[src/logic/mcs_regs.svh]
// Register offsets, field positions, reset values and timing counts
`ifndef MCS_REGS_SVH
`define MCS_REGS_SVH
`define MCS_OFS_SRC_CTRL     5'h00
`define MCS_OFS_PRE_CTRL     5'h01
`define MCS_OFS_LOCK         5'h02
`define MCS_OFS_STATUS       5'h03
`define MCS_OFS_FAST_CTRL    5'h10
`define MCS_OFS_FAST_FTRIM   5'h11
`define MCS_OFS_FAST_TTRIM   5'h12
`define MCS_OFS_SLOW_CTRL    5'h18
`define MCS_OFS_ERR_BASE     5'h1C
`define MCS_RST_SRC_CTRL     8'h00
`define MCS_RST_PRE_CTRL     8'h11
`define MCS_GUARD_KEY        8'hD8
`define MCS_GUARD_WINDOW     3'h4
`define MCS_SETTLE_CYCLES    3'h4
`define MCS_PIN_START_CYCLES 3'h2
`define MCS_PIN_EDGES        3'h4
`define MCS_STAT_SWITCH_BIT  0
`define MCS_STAT_FAST_BIT    4
`define MCS_STAT_SLOW_BIT    5
`define MCS_STAT_PIN_BIT     7
`define MCS_RUN_SLEEP_BIT    1
`define MCS_FTRIM_MSB        5
`define MCS_TTRIM_MSB        3
`define MCS_TTRIM_LOCK_BIT   7
`define MCS_TICK_HALF        16'd4
`endif

[src/logic/mcs_pkg.sv]
// Types shared by the clock select and prescale block
package mcs_pkg;
  typedef enum logic [1:0] {
    MCS_SRC_FAST = 2'h0,
    MCS_SRC_SLOW = 2'h1,
    MCS_SRC_RSVD = 2'h2,
    MCS_SRC_PIN  = 2'h3
  } mcs_src_e;
  typedef enum {MCS_IDLE, MCS_WAIT_STABLE, MCS_HANDOVER} mcs_sw_e;
endpackage

[src/logic/mcs_top.sv]
// Main clock source select, prescaler and guarded configuration registers
// Overview of operation
// - Reset loads center frequency choice and its factory trims from fuses.
// - Four factory frequency errors readable as signed bytes.
// - Errors are 8-bit compressed Q1.10, MSB sign, seven low bits.
// - Slow oscillator supplies a 1 kHz tick to counter, watchdog, brown-out.
// - Slow clock delivered only after analog start and four cycles.
// - Pin is configured as clock input whenever pin clock is requested.
// - Pin clock available after a two-cycle start and four rising edges.
// - Guard key then protected write within four instructions.
// - Unguarded protected writes are accepted but change nothing.
// - Guard covers both main controls, lock, fast control, trims, slow control.
// - Source select 0 fast, 1 slow, 3 pin, 2 reserved.
// - Ratio codes 0-5 give 2..64; 8..C give 6,10,12,24,48.
// - Ratio may be changed while running.
// - Prescaler off passes main clock undivided.
// - Settings lock resets from the fuse calibration-lock bit.
// - Lock set blocks main controls, lock and active trims until reset.
// - Switching flag reads 1 while a source change waits for stability.
// - Pin switch waits for edges; no other source change accepted meanwhile.
// - Keep-running holds oscillator warm; reopen after four cycles.
`timescale 1ns/1ns
`include "mcs_regs.svh"
module mcs_top
  import mcs_pkg::*;
(
  input  wire logic        clk,
  input  wire logic        nrst,
  input  wire logic [4:0]  reg_addr,
  input  wire logic        reg_wr,
  input  wire logic        reg_rd,
  input  wire logic [7:0]  reg_wdata,
  output logic      [7:0]  reg_rdata,
  input  wire logic        guard_wr,
  input  wire logic [7:0]  guard_wdata,
  input  wire logic        insn_done,
  input  wire logic        center_freq_fuse,
  input  wire logic        fuse_cal_lock,
  input  wire logic [5:0]  freq_trim_16,
  input  wire logic [5:0]  freq_trim_20,
  input  wire logic [3:0]  temp_trim_16,
  input  wire logic [3:0]  temp_trim_20,
  input  wire logic [31:0] freq_err_fuse,
  input  wire logic        fast_analog_ok,
  input  wire logic        slow_analog_ok,
  input  wire logic        fast_osc_en,
  input  wire logic        slow_osc_en,
  input  wire logic        pin_clk_en,
  input  wire logic        periph_pin_req,
  input  wire logic        periph_slow_req,
  output logic             pin_as_clock,
  output logic             fast_osc_req,
  output logic             slow_osc_req,
  output logic             main_en,
  output logic             per_en,
  output logic             tick_1k,
  output logic             fast_center_sel,
  output logic      [5:0]  fast_freq_trim,
  output logic      [3:0]  fast_temp_trim
);
  typedef struct packed {
    logic [2:0]  guard_cnt;
    logic        ld_done;
    logic        center;
    logic        fuse_lock;
    logic [1:0]  src;
    logic [1:0]  active;
    logic        pre_on;
    logic [3:0]  ratio;
    logic        lock;
    logic        fast_keep;
    logic        slow_keep;
    logic [5:0]  ftrim;
    logic [3:0]  ttrim;
    mcs_sw_e     sw;
    logic [2:0]  pin_cnt;
    logic [2:0]  pin_edges;
    logic        pin_seen;
    logic        pin_prev;
    logic        slow_prev;
    logic        fast_prev;
    logic [15:0] tick_cnt;
    logic        tick;
    logic [7:0]  rdata;
    logic        main_pulse;
  } mcs_top_s;
  mcs_top_s st_reg, st_next;
  logic       fast_ready;
  logic       slow_ready;
  logic       guard_ok;
  logic       wr_ok;
  logic       src_ok;
  logic [7:0] status;
  logic       pin_req;
  logic [7:0] err_byte;

  assign pin_req = periph_pin_req || st_reg.src == MCS_SRC_PIN || st_reg.active == MCS_SRC_PIN;

  mcs_osc_gate u_fast (
    .clk          (clk),
    .nrst         (nrst),
    .request      (st_reg.src == MCS_SRC_FAST || st_reg.active == MCS_SRC_FAST),
    .keep_running (st_reg.fast_keep),
    .analog_ok    (fast_analog_ok),
    .settle       (`MCS_SETTLE_CYCLES),
    .ready        (fast_ready)
  );

  mcs_osc_gate u_slow (
    .clk          (clk),
    .nrst         (nrst),
    .request      (1'b1),
    .keep_running (st_reg.slow_keep),
    .analog_ok    (slow_analog_ok),
    .settle       (`MCS_SETTLE_CYCLES),
    .ready        (slow_ready)
  );

  mcs_clk_div u_div (
    .clk     (clk),
    .nrst    (nrst),
    .main_en (st_reg.main_pulse),
    .on      (st_reg.pre_on),
    .ratio   (st_reg.ratio),
    .per_en  (per_en)
  );

  always_comb begin
    status = 8'h00;
    status[`MCS_STAT_SWITCH_BIT] = st_reg.sw != MCS_IDLE;
    status[`MCS_STAT_FAST_BIT]   = fast_ready;
    status[`MCS_STAT_SLOW_BIT]   = slow_ready;
    status[`MCS_STAT_PIN_BIT]    = st_reg.pin_seen;
    unique case (reg_addr[1:0])
      2'h0: err_byte = freq_err_fuse[7:0];
      2'h1: err_byte = freq_err_fuse[15:8];
      2'h2: err_byte = freq_err_fuse[23:16];
      default: err_byte = freq_err_fuse[31:24];
    endcase
  end

  assign guard_ok = st_reg.guard_cnt != 3'h0;
  assign wr_ok    = reg_wr && guard_ok && st_reg.ld_done;

  always_comb begin
    st_next = st_reg;
    st_next.main_pulse = 1'b0;
    st_next.tick = 1'b0;
    // Fuse values caught one cycle after reset release
    if (!st_reg.ld_done) begin
      st_next.ld_done   = 1'b1;
      st_next.center    = center_freq_fuse;
      st_next.fuse_lock = fuse_cal_lock;
      st_next.lock      = fuse_cal_lock;
      st_next.ftrim     = center_freq_fuse ? freq_trim_20 : freq_trim_16;
      st_next.ttrim     = center_freq_fuse ? temp_trim_20 : temp_trim_16;
    end
    if (guard_wr && guard_wdata == `MCS_GUARD_KEY) begin
      st_next.guard_cnt = `MCS_GUARD_WINDOW;
    end else if (reg_wr && guard_ok) begin
      st_next.guard_cnt = 3'h0;
    end else if (insn_done && guard_ok) begin
      st_next.guard_cnt = st_reg.guard_cnt - 3'h1;
    end
    src_ok = st_reg.sw == MCS_IDLE || st_reg.src != MCS_SRC_PIN;
    if (wr_ok) begin
      unique case (reg_addr)
        `MCS_OFS_SRC_CTRL: begin
          if (!st_reg.lock && src_ok && reg_wdata[1:0] != MCS_SRC_RSVD) begin
            st_next.src = reg_wdata[1:0];
          end
        end
        `MCS_OFS_PRE_CTRL: begin
          if (!st_reg.lock) begin
            st_next.pre_on = reg_wdata[0];
            st_next.ratio  = reg_wdata[4:1];
          end
        end
        `MCS_OFS_LOCK: begin
          if (!st_reg.lock) begin
            st_next.lock = reg_wdata[0];
          end
        end
        `MCS_OFS_FAST_CTRL: st_next.fast_keep = reg_wdata[`MCS_RUN_SLEEP_BIT];
        `MCS_OFS_FAST_FTRIM: begin
          if (!st_reg.fuse_lock && !(st_reg.lock && st_reg.active == MCS_SRC_FAST)) begin
            st_next.ftrim = reg_wdata[`MCS_FTRIM_MSB:0];
          end
        end
        `MCS_OFS_FAST_TTRIM: begin
          if (!st_reg.fuse_lock && !(st_reg.lock && st_reg.active == MCS_SRC_FAST)) begin
            st_next.ttrim = reg_wdata[`MCS_TTRIM_MSB:0];
          end
        end
        `MCS_OFS_SLOW_CTRL: st_next.slow_keep = reg_wdata[`MCS_RUN_SLEEP_BIT];
        default: ;
      endcase
    end
    // Switch control: old source runs until new one is proven stable
    unique case (st_reg.sw)
      MCS_IDLE: begin
        if (st_reg.src != st_reg.active) begin
          st_next.sw = MCS_WAIT_STABLE;
        end
      end
      MCS_WAIT_STABLE: begin
        if ((st_reg.src == MCS_SRC_FAST && fast_ready) ||
            (st_reg.src == MCS_SRC_SLOW && slow_ready) ||
            (st_reg.src == MCS_SRC_PIN && st_reg.pin_seen)) begin
          st_next.sw = MCS_HANDOVER;
        end
      end
      MCS_HANDOVER: begin
        st_next.active = st_reg.src;
        st_next.sw = MCS_IDLE;
      end
    endcase
    // Pin clock: two-cycle start then edge counting
    if (!pin_req) begin
      st_next.pin_cnt = 3'h0;
    end else if (st_reg.pin_cnt != `MCS_PIN_START_CYCLES) begin
      st_next.pin_cnt = st_reg.pin_cnt + 3'h1;
    end
    st_next.pin_prev = pin_clk_en;
    if (st_reg.pin_cnt == `MCS_PIN_START_CYCLES && pin_clk_en && !st_reg.pin_prev &&
        !st_reg.pin_seen) begin
      if (st_reg.pin_edges == `MCS_PIN_EDGES - 3'h1) begin
        st_next.pin_seen = 1'b1;
      end else begin
        st_next.pin_edges = st_reg.pin_edges + 3'h1;
      end
    end
    // Main enable follows only the active source; whole source pulses only
    st_next.fast_prev = fast_osc_en;
    unique case (st_reg.active)
      MCS_SRC_FAST: st_next.main_pulse = fast_osc_en && !st_reg.fast_prev && fast_ready;
      MCS_SRC_SLOW: st_next.main_pulse = slow_osc_en && !st_reg.slow_prev && slow_ready;
      MCS_SRC_PIN:  st_next.main_pulse = pin_clk_en && !st_reg.pin_prev && st_reg.pin_seen;
      default:      st_next.main_pulse = 1'b0;
    endcase
    // Handover may meet two edges in a row; keep a gap so no short main cycle
    if (st_reg.main_pulse) begin
      st_next.main_pulse = 1'b0;
    end
    // 1 kHz tick from slow oscillator edges
    st_next.slow_prev = slow_osc_en;
    if (slow_ready && slow_osc_en && !st_reg.slow_prev) begin
      if (st_reg.tick_cnt == `MCS_TICK_HALF * 16'd4 - 16'd1) begin
        st_next.tick_cnt = 16'h0;
        st_next.tick = 1'b1;
      end else begin
        st_next.tick_cnt = st_reg.tick_cnt + 16'h1;
      end
    end
    st_next.rdata = 8'h00;
    if (reg_rd) begin
      unique case (reg_addr)
        `MCS_OFS_SRC_CTRL:   st_next.rdata = {6'h00, st_reg.src};
        `MCS_OFS_PRE_CTRL:   st_next.rdata = {3'h0, st_reg.ratio, st_reg.pre_on};
        `MCS_OFS_LOCK:       st_next.rdata = {7'h00, st_reg.lock};
        `MCS_OFS_STATUS:     st_next.rdata = status;
        `MCS_OFS_FAST_CTRL:  st_next.rdata = {6'h00, st_reg.fast_keep, 1'b0};
        `MCS_OFS_FAST_FTRIM: st_next.rdata = {2'h0, st_reg.ftrim};
        `MCS_OFS_FAST_TTRIM: st_next.rdata = {st_reg.fuse_lock, 3'h0, st_reg.ttrim};
        `MCS_OFS_SLOW_CTRL:  st_next.rdata = {6'h00, st_reg.slow_keep, 1'b0};
        default: begin
          if (reg_addr[4:2] == 3'(`MCS_OFS_ERR_BASE >> 2)) begin
            st_next.rdata = err_byte;
          end
        end
      endcase
    end
  end

  always_ff @(posedge clk or negedge nrst) begin
    if (!nrst) begin
      st_reg        <= '0;
      st_reg.pre_on <= 1'(`MCS_RST_PRE_CTRL & 8'h01);
      st_reg.ratio  <= 4'(`MCS_RST_PRE_CTRL >> 1);
      st_reg.sw     <= MCS_IDLE;
    end else begin
      st_reg <= st_next;
    end
  end

  always_ff @(posedge clk or negedge nrst) begin
    if (!nrst) begin
      reg_rdata       <= 8'h00;
      pin_as_clock    <= 1'b0;
      fast_osc_req    <= 1'b0;
      slow_osc_req    <= 1'b0;
      main_en         <= 1'b0;
      tick_1k         <= 1'b0;
      fast_center_sel <= 1'b0;
      fast_freq_trim  <= 6'h00;
      fast_temp_trim  <= 4'h0;
    end else begin
      reg_rdata       <= st_next.rdata;
      pin_as_clock    <= pin_req;
      fast_osc_req    <= st_reg.src == MCS_SRC_FAST || st_reg.active == MCS_SRC_FAST ||
                         st_reg.fast_keep;
      slow_osc_req    <= 1'b1;
      main_en         <= st_next.main_pulse;
      tick_1k         <= st_next.tick;
      fast_center_sel <= st_next.center;
      fast_freq_trim  <= st_next.ftrim;
      fast_temp_trim  <= st_next.ttrim;
    end
  end
endmodule // mcs_top

[src/logic/mcs_osc_gate.sv]
// Oscillator start-up gate: ready after analog start plus a cycle count
`timescale 1ns/1ns
`include "mcs_regs.svh"
module mcs_osc_gate
  import mcs_pkg::*;
(
  input  wire logic       clk,
  input  wire logic       nrst,
  input  wire logic       request,
  input  wire logic       keep_running,
  input  wire logic       analog_ok,
  input  wire logic [2:0] settle,
  output logic            ready
);
  typedef struct packed {
    logic [2:0] cnt;
    logic       rdy;
    logic       warm;
  } mcs_gate_s;
  mcs_gate_s st_reg, st_next;
  always_comb begin
    st_next = st_reg;
    st_next.warm = keep_running ? (st_reg.warm | analog_ok) : 1'b0;
    if (!request) begin
      st_next.cnt = 3'h0;
      st_next.rdy = 1'b0;
    end else if (!st_reg.rdy && (analog_ok || st_reg.warm)) begin
      // Warm oscillator skips analog start
      if (st_reg.cnt == settle - 3'h1) begin
        st_next.rdy = 1'b1;
      end else begin
        st_next.cnt = st_reg.cnt + 3'h1;
      end
    end
  end
  always_ff @(posedge clk or negedge nrst) begin
    if (!nrst) begin
      st_reg <= '0;
    end else begin
      st_reg <= st_next;
    end
  end
  assign ready = st_reg.rdy;
endmodule // mcs_osc_gate

[src/logic/mcs_clk_div.sv]
// Prescaler producing one-cycle enable pulses for the peripheral clock
`timescale 1ns/1ns
`include "mcs_regs.svh"
module mcs_clk_div
  import mcs_pkg::*;
(
  input  wire logic       clk,
  input  wire logic       nrst,
  input  wire logic       main_en,
  input  wire logic       on,
  input  wire logic [3:0] ratio,
  output logic            per_en
);
  typedef struct packed {
    logic [6:0] cnt;
    logic [6:0] div;
    logic       pulse;
  } mcs_div_s;
  mcs_div_s st_reg, st_next;
  logic [6:0] div_sel;
  always_comb begin
    unique case (ratio)
      4'h0: div_sel = 7'd2;
      4'h1: div_sel = 7'd4;
      4'h2: div_sel = 7'd8;
      4'h3: div_sel = 7'd16;
      4'h4: div_sel = 7'd32;
      4'h5: div_sel = 7'd64;
      4'h8: div_sel = 7'd6;
      4'h9: div_sel = 7'd10;
      4'hA: div_sel = 7'd12;
      4'hB: div_sel = 7'd24;
      4'hC: div_sel = 7'd48;
      default: div_sel = 7'd2;
    endcase
  end
  always_comb begin
    st_next = st_reg;
    st_next.pulse = 1'b0;
    if (!on) begin
      st_next.pulse = main_en;
      st_next.cnt = 7'h0;
      st_next.div = div_sel;
    end else if (main_en) begin
      // New ratio taken only at period end, so no short pulse
      if (st_reg.cnt >= st_reg.div - 7'h1) begin
        st_next.cnt = 7'h0;
        st_next.pulse = 1'b1;
        st_next.div = div_sel;
      end else begin
        st_next.cnt = st_reg.cnt + 7'h1;
      end
    end
  end
  always_ff @(posedge clk or negedge nrst) begin
    if (!nrst) begin
      st_reg <= '{cnt: 7'h0, div: 7'd6, pulse: 1'b0};
    end else begin
      st_reg <= st_next;
    end
  end
  assign per_en = st_reg.pulse;
endmodule // mcs_clk_div

[config.mk]
export PLATFORM = sky130hd
export DESIGN_NAME = mcs_top
export DESIGN_NICKNAME = d
export VERILOG_FILES = /design/src/logic/mcs_pkg.sv /design/src/logic/mcs_top.sv /design/src/logic/mcs_osc_gate.sv /design/src/logic/mcs_clk_div.sv
export VERILOG_INCLUDE_DIRS = /design/src /design/src/logic
export SDC_FILE = /design/constraint.sdc
export NUM_CORES = 1
export LEC_CHECK = 0
export ABC_AREA = 1
export BUFFER_PORTS_ARGS = -buffer_cell sky130_fd_sc_hd__buf_2
export CAP_MARGIN = 40
export CORE_MARGIN = 4
export CORE_UTILIZATION = 40
export DETAILED_ROUTE_END_ITERATION = 6
export GPL_TIMING_DRIVEN = 0
export PLACE_DENSITY_LB_ADDON = 0.05
export SLEW_MARGIN = 20
export SYNTH_ARGS = -nofsm -noshare
export SYNTH_HDL_FRONTEND = slang
export SYNTH_HIERARCHICAL = 1
export SYNTH_SLANG_ARGS = --single-unit
export TNS_END_PERCENT = 20
[constraint.sdc]
create_clock -name clk -period 2.95 [get_ports clk]
set_clock_uncertainty 0.2 [all_clocks]
set_input_delay 0.59 -clock clk [delete_from_list [all_inputs] [get_ports clk]]
set_output_delay 0.59 -clock clk [all_outputs]
set_load 0.01 [all_outputs]
==> flow_results.xml, run 1 <==
<?xml version="1.0" encoding="UTF-8"?>
<metrics>
  <group name="synthesis">
    <metric name="synth_ff_type" unit="">dfrtp_1</metric>
    <metric name="postSynthCellCount" unit="">818</metric>
    <metric name="yosys-top-cells-area" unit="">dfrtp_1 (38%), nand2_1 (17%), inv_1 (6.7%)</metric>
    <metric name="synth_seq_cells" unit="">92</metric>
    <metric name="syn_area" unit="um^2">5779</metric>
    <metric name="synthArstFlopShare" unit="%">100.0</metric>
    <metric name="yosys.area.top_type" unit="">dfrtp_1</metric>
    <metric name="post_synth.cell_area_avg" unit="um^2">7.065</metric>
    <metric name="synth.yosys.warnings" unit="">6</metric>
    <metric name="synth_edf_count" unit="">0</metric>
    <metric name="synth_top_cell_area_share" unit="%">38.10</metric>
    <metric name="ys_seq_area_share" unit="%">39.92</metric>
    <metric name="post_synth_num_cell_types" unit="">38</metric>
  </group>
  <group name="place">
    <metric name="place_congestion" unit="">0.8333</metric>
    <metric name="io_buffer_count" unit="">108</metric>
    <metric name="post-place-cells" unit="">1125</metric>
    <metric name="dp_hpwl" unit="um">11470</metric>
    <metric name="dp_slack" unit="ns">0.5617</metric>
    <metric name="placed_cell_area" unit="um^2">6646</metric>
  </group>
  <group name="critical_path">
    <metric name="cp_data_required_time" unit="ns">2.98</metric>
    <metric name="critPathLaunchType" unit="">flop</metric>
    <metric name="reg2reg_depth" unit="">12</metric>
    <metric name="critPathArrivalTime" unit="ns">2.40</metric>
    <metric name="critPathMaxFanout" unit="">8</metric>
    <metric name="reg2reg_setup_slack" unit="ns">0.58</metric>
    <metric name="capture_point_of_the_worst_reg_to_reg_path" unit="">u_div/st_reg[9]</metric>
    <metric name="critical_path.endpoint" unit="">u_div/st_reg[9]</metric>
    <metric name="timing.setup.critical_path_class" unit="">flop to flop</metric>
    <metric name="r2r_start" unit="">u_div/st_reg[4]</metric>
    <metric name="cp-startpoint" unit="">u_div/st_reg[4]</metric>
    <metric name="crit_path_end_kind" unit="">flop</metric>
  </group>
  <group name="worst_hold_path">
    <metric name="timing.hold.worst.class" unit="">input port to flop</metric>
  </group>
  <group name="timing">
    <metric name="finalSetupViolations" unit="">0</metric>
    <metric name="fin_crit" unit="ns">2.369</metric>
    <metric name="max_clock_freq" unit="MHz">422.2</metric>
    <metric name="post-route-period-util" unit="%">80.29</metric>
    <metric name="hold_viol" unit="">0</metric>
    <metric name="max_slew_headroom" unit="%">49.36</metric>
    <metric name="post-route-worst-setup-slack" unit="ns">0.5814</metric>
    <metric name="rsz_0062_raised_after_global_routing" unit="">no</metric>
    <metric name="timing_max_transition_violations_final" unit="">0</metric>
    <metric name="fin_hold_ws" unit="ns">0.1668</metric>
    <metric name="totalNegativeSetupSlack" unit="ns">0</metric>
    <metric name="tightestPinTransition" unit="ns">0.7596</metric>
  </group>
  <group name="power_and_ir_drop">
    <metric name="peakVddDrop" unit="mV">0.3144</metric>
    <metric name="internal-power" unit="mW">2.633</metric>
    <metric name="share_seq_of_total_power" unit="%">42.4</metric>
    <metric name="switching_power" unit="mW">1.469</metric>
    <metric name="design_power_total" unit="mW">4.102</metric>
    <metric name="power.share.switching" unit="%">35.81</metric>
    <metric name="power.density" unit="nW/um^2">590.6</metric>
    <metric name="total_leakage_power" unit="nW">3.863</metric>
    <metric name="power.share.clock" unit="%">27.1</metric>
    <metric name="combinationalPowerShare" unit="%">30.5</metric>
  </group>
  <group name="global_routing">
    <metric name="grt_pass1_wl" unit="um">23840</metric>
    <metric name="antenna_violations_before_repair" unit="">0</metric>
    <metric name="first_global_vias" unit="">4924</metric>
    <metric name="grt-ovfl-total" unit="">0</metric>
    <metric name="grt_use_total" unit="%">18.07</metric>
    <metric name="pin_count_of_the_biggest_net_entering_global_routing" unit="">57</metric>
  </group>
  <group name="routing">
    <metric name="dr_total_vias" unit="">5303</metric>
    <metric name="drt-vias-per-instance" unit="">4.644</metric>
    <metric name="average_detailed_routed_wire_length_per_instance" unit="um">12.59</metric>
    <metric name="drt_drc_violations_left" unit="">0</metric>
    <metric name="antenna_nets_post_route" unit="">0</metric>
    <metric name="postRouteWirelength" unit="um">14380</metric>
    <metric name="detailedRoute.firstPassIterationCount" unit="">5</metric>
    <metric name="drt_first_iter_violations" unit="">356</metric>
  </group>
  <group name="floorplanning">
    <metric name="core" unit="um^2">14040</metric>
    <metric name="fp.dieW" unit="um">128.2</metric>
    <metric name="design.portCount" unit="">113</metric>
    <metric name="floorplan.die_area" unit="um^2">16440</metric>
    <metric name="height_of_the_die" unit="um">128.2</metric>
    <metric name="number_of_cell_rows" unit="">43</metric>
    <metric name="effective_utilization_at_floorplan" unit="%">41.16</metric>
  </group>
  <group name="clock_tree">
    <metric name="number_of_cells_upsized_or_downsized_after_cts" unit="">0</metric>
    <metric name="cts_hold_repair.buffers" unit="">1</metric>
    <metric name="cts-root-to-sink-buffers" unit="">2</metric>
    <metric name="cts_tree" unit="">yes</metric>
    <metric name="cts-root-buf" unit="">clkbuf_16</metric>
    <metric name="clock-sinks" unit="">92</metric>
    <metric name="clkTransAtPathRegs" unit="ns">0.06</metric>
    <metric name="setup_fix_bufs_post_cts" unit="">0</metric>
    <metric name="cts-buffers-inserted" unit="">9</metric>
    <metric name="clk-insertion-delay-late" unit="ns">0.34</metric>
    <metric name="htreeDepth" unit="">3</metric>
  </group>
  <group name="cells_and_area">
    <metric name="finish.net_count" unit="">1068</metric>
    <metric name="fillerInstances" unit="">1448</metric>
    <metric name="post_layout_nonfiller_instances" unit="">1142</metric>
    <metric name="post_route_cells_drive_above_1_share" unit="%">18.09</metric>
    <metric name="number_of_antenna_diodes" unit="">0</metric>
    <metric name="seq_area" unit="um^2">2307</metric>
    <metric name="largest_register_ff_count" unit="">44</metric>
    <metric name="multiInputGateArea" unit="um^2">2974</metric>
    <metric name="fin_area" unit="um^2">6945</metric>
    <metric name="utilization" unit="%">49.46</metric>
    <metric name="syn2layout_area_growth" unit="%">20.18</metric>
  </group>
  <group name="flow_run">
    <metric name="cap_violations" unit="">0</metric>
  </group>
  <group name="run_status">
    <metric name="status" unit="">complete, no violations</metric>
  </group>
</metrics>
worst min path at each step:
stage / depth (start not counted) / endpoint / start
detailed placement: 2 / u_div/st_reg[3] / u_div/st_reg[3]
global route: 1 / st_reg[28] / pin_clk_en
finish: 1 / st_reg[28] / pin_clk_en
global placement: 1 / st_reg[24] / st_reg[24]
CTS: 1 / st_reg[28] / pin_clk_en
floorplan: 0 / fast_center_sel / nrst
power by group through the flow:
stage	clock network (mW)	registers, mW	logic (mW)
3_5_place_dp	0	1.77	1.26
3_3_place_gp	0	1.77	1.25
5_1_grt	1.20	1.78	1.47
2_1_floorplan	0	1.70	0.936
4_1_cts	1.15	1.74	1.27
6_report	1.11	1.74	1.25
metal layers:
metal,track usage [%],vias to the layer above,share of wire [%]
met5,0,-,0
met4,3.808,0,1.1
met3,4.792,11,5.9
met2,28.23,130,44
met1,25.30,2310,49
li1,-,2852,-
cell usage in the layout, fill, tap and decap left out, types with 7 or more instances in the layout:
cell type / instances
conb_1: 20
a21oi_1: 14
buf_4: 12
clkbuf_1: 7
ha_1: 23
dfrtp_1: 88
nand2_1: 262
clkbuf_16: 9
nor3_1: 11
buf_2: 112
nor2_1: 78
nand3_1: 76
xor2_1: 11
o22ai_1: 8
o21ai_0: 38
inv_1: 103
nand4_1: 27
critical path: stages (launching register included):
cell     delay [ns]
dfrtp_1        0.41
or2_1          0.23
nor2_1         0.18
nand2_1        0.10
xor2_1         0.15
ha_1           0.29
nand2_1        0.09
nor2_1         0.18
nand2_1        0.09
nor2_2         0.14
nor2_4         0.08
nand3_1        0.07
nand2_1        0.05
synth_stat cells (8+ instances only):
cell type    n
buf_4       12
nand3_1     76
o22ai_1      8
nor2_1      78
nand4_1     27
xor2_1      11
a21oi_1     14
dfrtp_1     88
nand2_1    262
ha_1        23
nor3_1      11
o21ai_0     38
inv_1      103
cell type report:
cell class              instances  area share [%]
clock buffers                  12           3.837
repair buffers                110           8.413
well taps                     180           3.243
inverters                     110           5.945
multi-input cells             609           42.82
flip-flops and latches         92           33.22
clock inverters                 4          0.3243
plain buffers                  25           2.198
kinds of logic after synthesis:
family	count (synthesis)	synth area share [%]
adder cells (fa/ha/maj)	23	4.980
other	2	0.1299
XOR/XNOR	17	2.576
AO/OA/AOI/OAI	70	6.690
AND/OR/NAND/NOR	479	35.92
flip-flops	92	39.92
buffers and inverters	135	9.786
(Power assumes the default switching activity.)
==> run 2, diff against run 1 <==
- ABC_AREA: 1 -> 0
- clock period: 2.95 -> 2.5 ns (I/O delays scaled with it)
==> flow_results.xml, run 2 <==
<?xml version="1.0" encoding="UTF-8"?>
<metrics>
  <group name="clock_tree">
    <metric name="cts-root-to-sink-buffers" unit="">2</metric>
    <metric name="cts_tree" unit="">yes</metric>
    <metric name="clk-insertion-delay-late" unit="ns">0.34</metric>
    <metric name="cts-root-buf" unit="">clkbuf_16</metric>
    <metric name="clkTransAtPathRegs" unit="ns">0.06</metric>
    <metric name="cts-buffers-inserted" unit="">9</metric>
    <metric name="htreeDepth" unit="">3</metric>
    <metric name="clock-sinks" unit="">92</metric>
  </group>
  <group name="timing">
    <metric name="max_slew_headroom" unit="%">56.10</metric>
    <metric name="tightestPinTransition" unit="ns">0.6585</metric>
    <metric name="post-route-worst-setup-slack" unit="ns">-0.03588</metric>
    <metric name="fin_crit" unit="ns">2.536</metric>
    <metric name="fin_hold_ws" unit="ns">0.07536</metric>
    <metric name="rsz_0062_raised_after_global_routing" unit="">yes</metric>
    <metric name="max_clock_freq" unit="MHz">394.3</metric>
    <metric name="timing_max_transition_violations_final" unit="">0</metric>
    <metric name="finalSetupViolations" unit="">10</metric>
    <metric name="post-route-period-util" unit="%">101.4</metric>
    <metric name="hold_viol" unit="">0</metric>
  </group>
  <group name="synthesis">
    <metric name="synth_ff_type" unit="">dfrtp_1</metric>
    <metric name="synth_seq_cells" unit="">92</metric>
    <metric name="syn_area" unit="um^2">5436</metric>
    <metric name="post_synth.cell_area_avg" unit="um^2">10.54</metric>
    <metric name="postSynthCellCount" unit="">516</metric>
    <metric name="synth_edf_count" unit="">0</metric>
    <metric name="synth_top_cell_area_share" unit="%">40.51</metric>
    <metric name="synth.most_common_cell" unit="">dfrtp_1</metric>
    <metric name="post_synth_most_frequent_cells" unit="">dfrtp_1 (88), nand2_1 (36), nor2_1 (33)</metric>
    <metric name="yosys-top-cells-area" unit="">dfrtp_1 (41%), mux2_2 (5.6%), ha_1 (5.3%)</metric>
    <metric name="synth.yosys.warnings" unit="">6</metric>
    <metric name="yosys.area.top_type" unit="">dfrtp_1</metric>
    <metric name="post_synth_num_cell_types" unit="">66</metric>
    <metric name="synthArstFlopShare" unit="%">100.0</metric>
    <metric name="ys_seq_area_share" unit="%">42.44</metric>
  </group>
  <group name="run_status">
    <metric name="status" unit="">complete, but fails checks</metric>
    <metric name="violated_checks" unit="">setup timing</metric>
  </group>
  <group name="cells_and_area">
    <metric name="number_of_antenna_diodes" unit="">0</metric>
    <metric name="utilization" unit="%">50.74</metric>
    <metric name="multiInputGateArea" unit="um^2">2993</metric>
    <metric name="largest_register_ff_count" unit="">44</metric>
    <metric name="fillerInstances" unit="">1254</metric>
    <metric name="finish.net_count" unit="">767</metric>
    <metric name="post_route_cells_drive_above_1_share" unit="%">32.42</metric>
    <metric name="seq_area" unit="um^2">2307</metric>
    <metric name="mostFrequentLayoutCell" unit="">buf_2</metric>
    <metric name="layout.cells.most_common_list" unit="">buf_2 (109), dfrtp_1 (88), nand2_1 (35), nor2_1 (31)</metric>
    <metric name="syn2layout_area_growth" unit="%">24.10</metric>
  </group>
  <group name="critical_path">
    <metric name="critPathMaxFanout" unit="">5</metric>
    <metric name="timing.setup.critical_path_class" unit="">flop to flop</metric>
    <metric name="reg2reg_setup_slack" unit="ns">-0.04</metric>
    <metric name="critical_path.endpoint" unit="">u_div/st_reg[13]</metric>
    <metric name="crit_path_end_kind" unit="">flop</metric>
    <metric name="reg2reg_depth" unit="">10</metric>
    <metric name="r2r_start" unit="">u_div/st_reg[3]</metric>
    <metric name="critPathLaunchType" unit="">flop</metric>
    <metric name="critPathArrivalTime" unit="ns">2.56</metric>
    <metric name="cp_data_required_time" unit="ns">2.53</metric>
    <metric name="cp-startpoint" unit="">u_div/st_reg[3]</metric>
    <metric name="capture_point_of_the_worst_reg_to_reg_path" unit="">u_div/st_reg[13]</metric>
  </group>
  <group name="global_routing">
    <metric name="grt_pass1_wl" unit="um">21830</metric>
    <metric name="grt_util_met2" unit="%">30.34</metric>
    <metric name="grt_use_total" unit="%">17.17</metric>
    <metric name="globalRouteMet1Util" unit="%">21.26</metric>
    <metric name="grt-ovfl-total" unit="">0</metric>
    <metric name="first_global_vias" unit="">4481</metric>
    <metric name="antenna_violations_before_repair" unit="">0</metric>
    <metric name="pin_count_of_the_biggest_net_entering_global_routing" unit="">60</metric>
    <metric name="grt-busiest-layer" unit="">met2</metric>
    <metric name="met3_usage" unit="%">4.160</metric>
  </group>
  <group name="routing">
    <metric name="dr_total_vias" unit="">4296</metric>
    <metric name="average_detailed_routed_wire_length_per_instance" unit="um">15.63</metric>
    <metric name="antenna_nets_post_route" unit="">0</metric>
    <metric name="detailedRoute.firstPassIterationCount" unit="">4</metric>
    <metric name="postRouteWirelength" unit="um">13070</metric>
    <metric name="drt-vias-per-instance" unit="">5.139</metric>
    <metric name="drt_drc_violations_left" unit="">0</metric>
    <metric name="drt_first_iter_violations" unit="">129</metric>
  </group>
  <group name="floorplanning">
    <metric name="height_of_the_die" unit="um">124.6</metric>
    <metric name="floorplan.die_area" unit="um^2">15520</metric>
    <metric name="fp.dieW" unit="um">124.6</metric>
    <metric name="number_of_cell_rows" unit="">42</metric>
    <metric name="core" unit="um^2">13300</metric>
    <metric name="effective_utilization_at_floorplan" unit="%">40.89</metric>
    <metric name="design.portCount" unit="">113</metric>
  </group>
  <group name="flow_run">
    <metric name="cap_violations" unit="">0</metric>
  </group>
  <group name="power_and_ir_drop">
    <metric name="power.density" unit="nW/um^2">690.8</metric>
    <metric name="total_leakage_power" unit="nW">3.192</metric>
    <metric name="peakVddDrop" unit="mV">0.3472</metric>
  </group>
  <group name="worst_hold_path">
    <metric name="timing.hold.worst.class" unit="">input port to flop</metric>
  </group>
  <group name="place">
    <metric name="place_congestion" unit="">0.8265</metric>
    <metric name="dp_hpwl" unit="um">10030</metric>
    <metric name="io_buffer_count" unit="">107</metric>
  </group>
</metrics>
run 2: final cells by class:
type | count | area share, %
multi-input cells | 385 | 44.36
well taps | 176 | 3.264
clock buffers | 11 | 3.450
repair buffers | 115 | 9.273
flip-flops and latches | 92 | 34.20
plain buffers | 27 | 2.541
clock inverters | 4 | 1.465
inverters | 26 | 1.447
run 2: logic make-up (layout without fill, tap and decap cells):
kind of cell	Yosys count	count (layout)	share of synthesized area (%)
AO/OA/AOI/OAI	91	91	11.51
XOR/XNOR	27	27	4.902
adder cells (fa/ha/maj)	23	23	5.294
buffers and inverters	53	183	4.879
flip-flops	92	92	42.44
multiplexers	59	59	13.56
other	2	16	0.1381
AND/OR/NAND/NOR	169	169	17.28
run 2: stage by stage:
stage / setup slack (ns) / std cells / TNS (ns) / power (mW) / area [um^2]
2_1_floorplan: 0.05273 / 530 / 0 / 2.719 / 5489
3_3_place_gp: -0.2362 / 813 / -21.43 / 3.032 / 6245
3_5_place_dp: -0.2352 / 814 / -1.829 / 3.101 / 6279
4_1_cts: -0.04588 / 833 / -0.2041 / 4.700 / 6678
5_1_grt: -0.1593 / 836 / -1.561 / 4.975 / 6746
6_report: -0.03588 / 836 / -0.2324 / 4.660 / 6746
run 2: where the power goes:
group | switching, mW | internal, mW
Sequential | 0.185 | 1.70
Combinational | 0.637 | 0.608
Clock | 0.560 | 0.974
Total | 1.38 | 3.28
run 2: how the worst min path moves through the flow:
stage               startpoint          endpoint  slack, ns  depth (start not counted)
floorplan                 nrst   fast_center_sel      0.004                          0
global placement    st_reg[25]        st_reg[25]       0.26                          1
detailed placement        nrst  u_div/st_reg[12]       0.22                          1
CTS                 pin_clk_en        st_reg[28]       0.06                          1
global route        pin_clk_en        st_reg[28]       0.06                          1
finish              pin_clk_en        st_reg[28]       0.08                          1
run 2: what timing repair did:
item,in CTS,in global routing
pin swaps,4,8
hold endpoints to repair,32,0
hold buffers,1,0
resized for setup,13,11
gates cloned,0,1
setup endpoints to repair,13,20
buffers inserted,3,2
run 2: worst max-delay path, cell delays in order (launching register included):
cell and delay (ns):
dfstp_2 0.56, inv_2 0.06, ha_4 0.15, nand2_2 0.05
xor2_1 0.06, ha_1 0.32, nand4_1 0.17, o311ai_2 0.37
buf_4 0.21, o31ai_2 0.07, a22o_1 0.20
run 2: routing by layer:
layer	vias to the layer above	part of all wire (%)	wire length (um)
li1	2121	-	-
met1	2091	43	5592
met2	76	53	6866
met3	8	4.0	520
met4	0	0.65	85
met5	-	0	0
==> run 3, diff against run 2 <==
- CORE_MARGIN: 4 -> unset
- clock period: 2.5 -> 3 ns (I/O delays scaled with it)
==> flow_results.xml, run 3 (same netlist as run 2, synthesis figures left out) <==
<?xml version="1.0" encoding="UTF-8"?>
<metrics>
  <group name="run_status">
    <metric name="status" unit="">complete, no violations</metric>
  </group>
  <group name="timing">
    <metric name="rsz_0062_raised_after_global_routing" unit="">no</metric>
    <metric name="tightestPinTransition" unit="ns">0.7116</metric>
    <metric name="timing_max_transition_violations_final" unit="">0</metric>
    <metric name="max_slew_headroom" unit="%">52.56</metric>
    <metric name="hold_viol" unit="">0</metric>
    <metric name="post-route-period-util" unit="%">91.87</metric>
    <metric name="max_clock_freq" unit="MHz">362.8</metric>
    <metric name="fin_crit" unit="ns">2.756</metric>
    <metric name="totalNegativeSetupSlack" unit="ns">0</metric>
    <metric name="finalSetupViolations" unit="">0</metric>
  </group>
  <group name="routing">
    <metric name="drt_drc_violations_left" unit="">0</metric>
    <metric name="drt-vias-per-instance" unit="">5.129</metric>
    <metric name="drt_first_iter_violations" unit="">238</metric>
    <metric name="dr_total_vias" unit="">4262</metric>
    <metric name="postRouteWirelength" unit="um">12570</metric>
    <metric name="antenna_nets_post_route" unit="">0</metric>
    <metric name="detailedRoute.firstPassIterationCount" unit="">4</metric>
    <metric name="average_detailed_routed_wire_length_per_instance" unit="um">15.12</metric>
  </group>
  <group name="place">
    <metric name="dp_hpwl" unit="um">9716</metric>
    <metric name="placed_cell_area" unit="um^2">6279</metric>
    <metric name="io_buffer_count" unit="">107</metric>
    <metric name="place_congestion" unit="">0.7864</metric>
    <metric name="post-place-cells" unit="">814</metric>
  </group>
  <group name="critical_path">
    <metric name="crit_path_end_kind" unit="">flop</metric>
    <metric name="capture_point_of_the_worst_reg_to_reg_path" unit="">u_div/st_reg[9]</metric>
    <metric name="r2r_start" unit="">u_div/st_reg[2]</metric>
    <metric name="reg2reg_depth" unit="">10</metric>
    <metric name="critPathArrivalTime" unit="ns">2.80</metric>
    <metric name="cp_data_required_time" unit="ns">3.04</metric>
    <metric name="timing.setup.critical_path_class" unit="">flop to flop</metric>
    <metric name="critPathMaxFanout" unit="">10</metric>
    <metric name="reg2reg_setup_slack" unit="ns">0.24</metric>
    <metric name="path_delay_family" unit="">flip-flops</metric>
    <metric name="crit_buf_inv" unit="">2</metric>
    <metric name="max_stage_delay" unit="ns">0.58</metric>
    <metric name="path_cells" unit="">inv_1 &gt; ha_1 &gt; nand2_1 &gt; xor2_1 &gt; ha_1 &gt; o21ai_0 &gt; nor2_1 &gt; clkbuf_1 &gt; nor2_1 &gt; a22o_1</metric>
    <metric name="crit_slowest_cell" unit="">dfstp_2</metric>
    <metric name="critPathLaunchType" unit="">flop</metric>
  </group>
  <group name="global_routing">
    <metric name="grt_use_total" unit="%">19.05</metric>
    <metric name="first_global_vias" unit="">4256</metric>
    <metric name="grt_pass1_wl" unit="um">21010</metric>
    <metric name="antenna_violations_before_repair" unit="">0</metric>
    <metric name="pin_count_of_the_biggest_net_entering_global_routing" unit="">58</metric>
    <metric name="grt-ovfl-total" unit="">0</metric>
  </group>
  <group name="clock_tree">
    <metric name="clk-insertion-delay-late" unit="ns">0.35</metric>
    <metric name="htreeDepth" unit="">3</metric>
    <metric name="clock-sinks" unit="">92</metric>
    <metric name="clkTransAtPathRegs" unit="ns">0.07</metric>
    <metric name="setup_fix_bufs_post_cts" unit="">0</metric>
    <metric name="cts_tree" unit="">yes</metric>
    <metric name="cts-root-to-sink-buffers" unit="">2</metric>
    <metric name="cts-root-buf" unit="">clkbuf_16</metric>
    <metric name="cts-buffers-inserted" unit="">9</metric>
  </group>
  <group name="worst_hold_path">
    <metric name="whs_endpoint" unit="">st_reg[28]</metric>
    <metric name="timing.hold.worst.class" unit="">input port to flop</metric>
    <metric name="min-delay-start" unit="">pin_clk_en</metric>
    <metric name="hold-path-cell-count" unit="">1</metric>
  </group>
  <group name="cells_and_area">
    <metric name="post_layout_nonfiller_instances" unit="">831</metric>
    <metric name="layout.cells.most_common_list" unit="">buf_2 (109), dfrtp_1 (88), nand2_1 (36), nor2_1 (33), mux2_2 (27)</metric>
    <metric name="mostFrequentLayoutCell" unit="">buf_2</metric>
    <metric name="number_of_antenna_diodes" unit="">0</metric>
    <metric name="syn2layout_area_growth" unit="%">21.33</metric>
    <metric name="largest_register_ff_count" unit="">44</metric>
    <metric name="post_route_cells_drive_above_1_share" unit="%">29.92</metric>
    <metric name="fin_area" unit="um^2">6596</metric>
    <metric name="finish.net_count" unit="">761</metric>
  </group>
  <group name="floorplanning">
    <metric name="core" unit="um^2">13240</metric>
    <metric name="height_of_the_die" unit="um">118.6</metric>
    <metric name="effective_utilization_at_floorplan" unit="%">41.05</metric>
    <metric name="number_of_cell_rows" unit="">42</metric>
    <metric name="fp.dieW" unit="um">118.6</metric>
    <metric name="design.portCount" unit="">113</metric>
    <metric name="floorplan.die_area" unit="um^2">14060</metric>
  </group>
  <group name="power_and_ir_drop">
    <metric name="peakVddDrop" unit="mV">0.3307</metric>
    <metric name="power.share.switching" unit="%">31.68</metric>
    <metric name="internal-power" unit="mW">2.551</metric>
    <metric name="share_seq_of_total_power" unit="%">42.0</metric>
    <metric name="switching_power" unit="mW">1.183</metric>
    <metric name="power.density" unit="nW/um^2">566.1</metric>
    <metric name="combinationalPowerShare" unit="%">26.3</metric>
    <metric name="total_leakage_power" unit="nW">3.128</metric>
    <metric name="power.share.clock" unit="%">31.7</metric>
  </group>
  <group name="flow_run">
    <metric name="cap_violations" unit="">0</metric>
  </group>
</metrics>
## run 3: cell count changes in the layout (fill, tap and decap cells not counted), moves of 3 or more
cell	delta
mux2_4	-4
inv_6	+3
mux2_2	+4
buf_4	-5
## run 3: power groups by stage
stage / clock network [mW] / logic (mW) / registers (mW)
6_report: 1.18 / 0.982 / 1.57
3_3_place_gp: 0 / 0.944 / 1.58
5_1_grt: 1.27 / 1.12 / 1.59
3_5_place_dp: 0 / 0.987 / 1.59
2_1_floorplan: 0 / 0.717 / 1.55
4_1_cts: 1.23 / 0.993 / 1.57
## run 3: area by class of cell
cell class / instances / area (um^2)
repair buffers: 109 / 579.3
inverters: 26 / 97.59
flip-flops and latches: 92 / 2307
well taps: 176 / 220.2
clock inverters: 7 / 82.58
fillers: 1269 / 6646
multi-input cells: 385 / 2917
clock buffers: 9 / 225.2
plain buffers: 27 / 167.7
## run 3: worst max-delay path by stage
stage	depth (start not counted)	start	endpoint
final	10	u_div/st_reg[2]	u_div/st_reg[9]
after global routing	10	u_div/st_reg[2]	u_div/st_reg[9]
after CTS	9	u_div/st_reg[2]	u_div/st_reg[7]
after detailed placement	9	u_div/st_reg[2]	u_div/st_reg[7]
after global placement	1	nrst	fast_freq_trim[5]
after floorplan	9	u_div/st_reg[2]	u_div/st_reg[4]
## run 3: timing repair
action / 4_1_cts / 5_1_grt
hold buffers: 1 / 0
resized for setup: 0 / 0
hold endpoints to repair: 33 / 0
endpoints found under the setup margin: 0 / 4
## run 3: layer usage
| layer | up-vias | track usage, % | wire, um |
|---|---|---|---|
| li1 | 2106 | - | - |
| met1 | 2052 | 24.06 | 5597 |
| met5 | - | 0 | 0 |
| met4 | 0 | 6.804 | 222 |
| met3 | 16 | 3.764 | 482 |
| met2 | 88 | 32.27 | 6263 |
## run 3: worst register-to-register path: stages (launching register included)
cell	delay [ns]
dfstp_2	0.58
inv_1	0.07
ha_1	0.20
nand2_1	0.07
xor2_1	0.16
ha_1	0.19
o21ai_0	0.09
nor2_1	0.32
clkbuf_1	0.39
nor2_1	0.13
a22o_1	0.25
## run 3: through the flow
step / setup slack [ns] / hold slack [ns] / total power, mW / util (%)
floorplan: 0.4832 / 0.1044 / 2.265 / -
global placement: 0.1403 / 0.2634 / 2.529 / 47.16
detailed placement: 0.2645 / 0.2708 / 2.579 / 47.41
CTS: 0.2358 / 0.1537 / 3.790 / 49.81
global route: 0.01407 / 0.1552 / 3.988 / 49.81
finish: 0.2440 / 0.1699 / 3.734 / 49.81
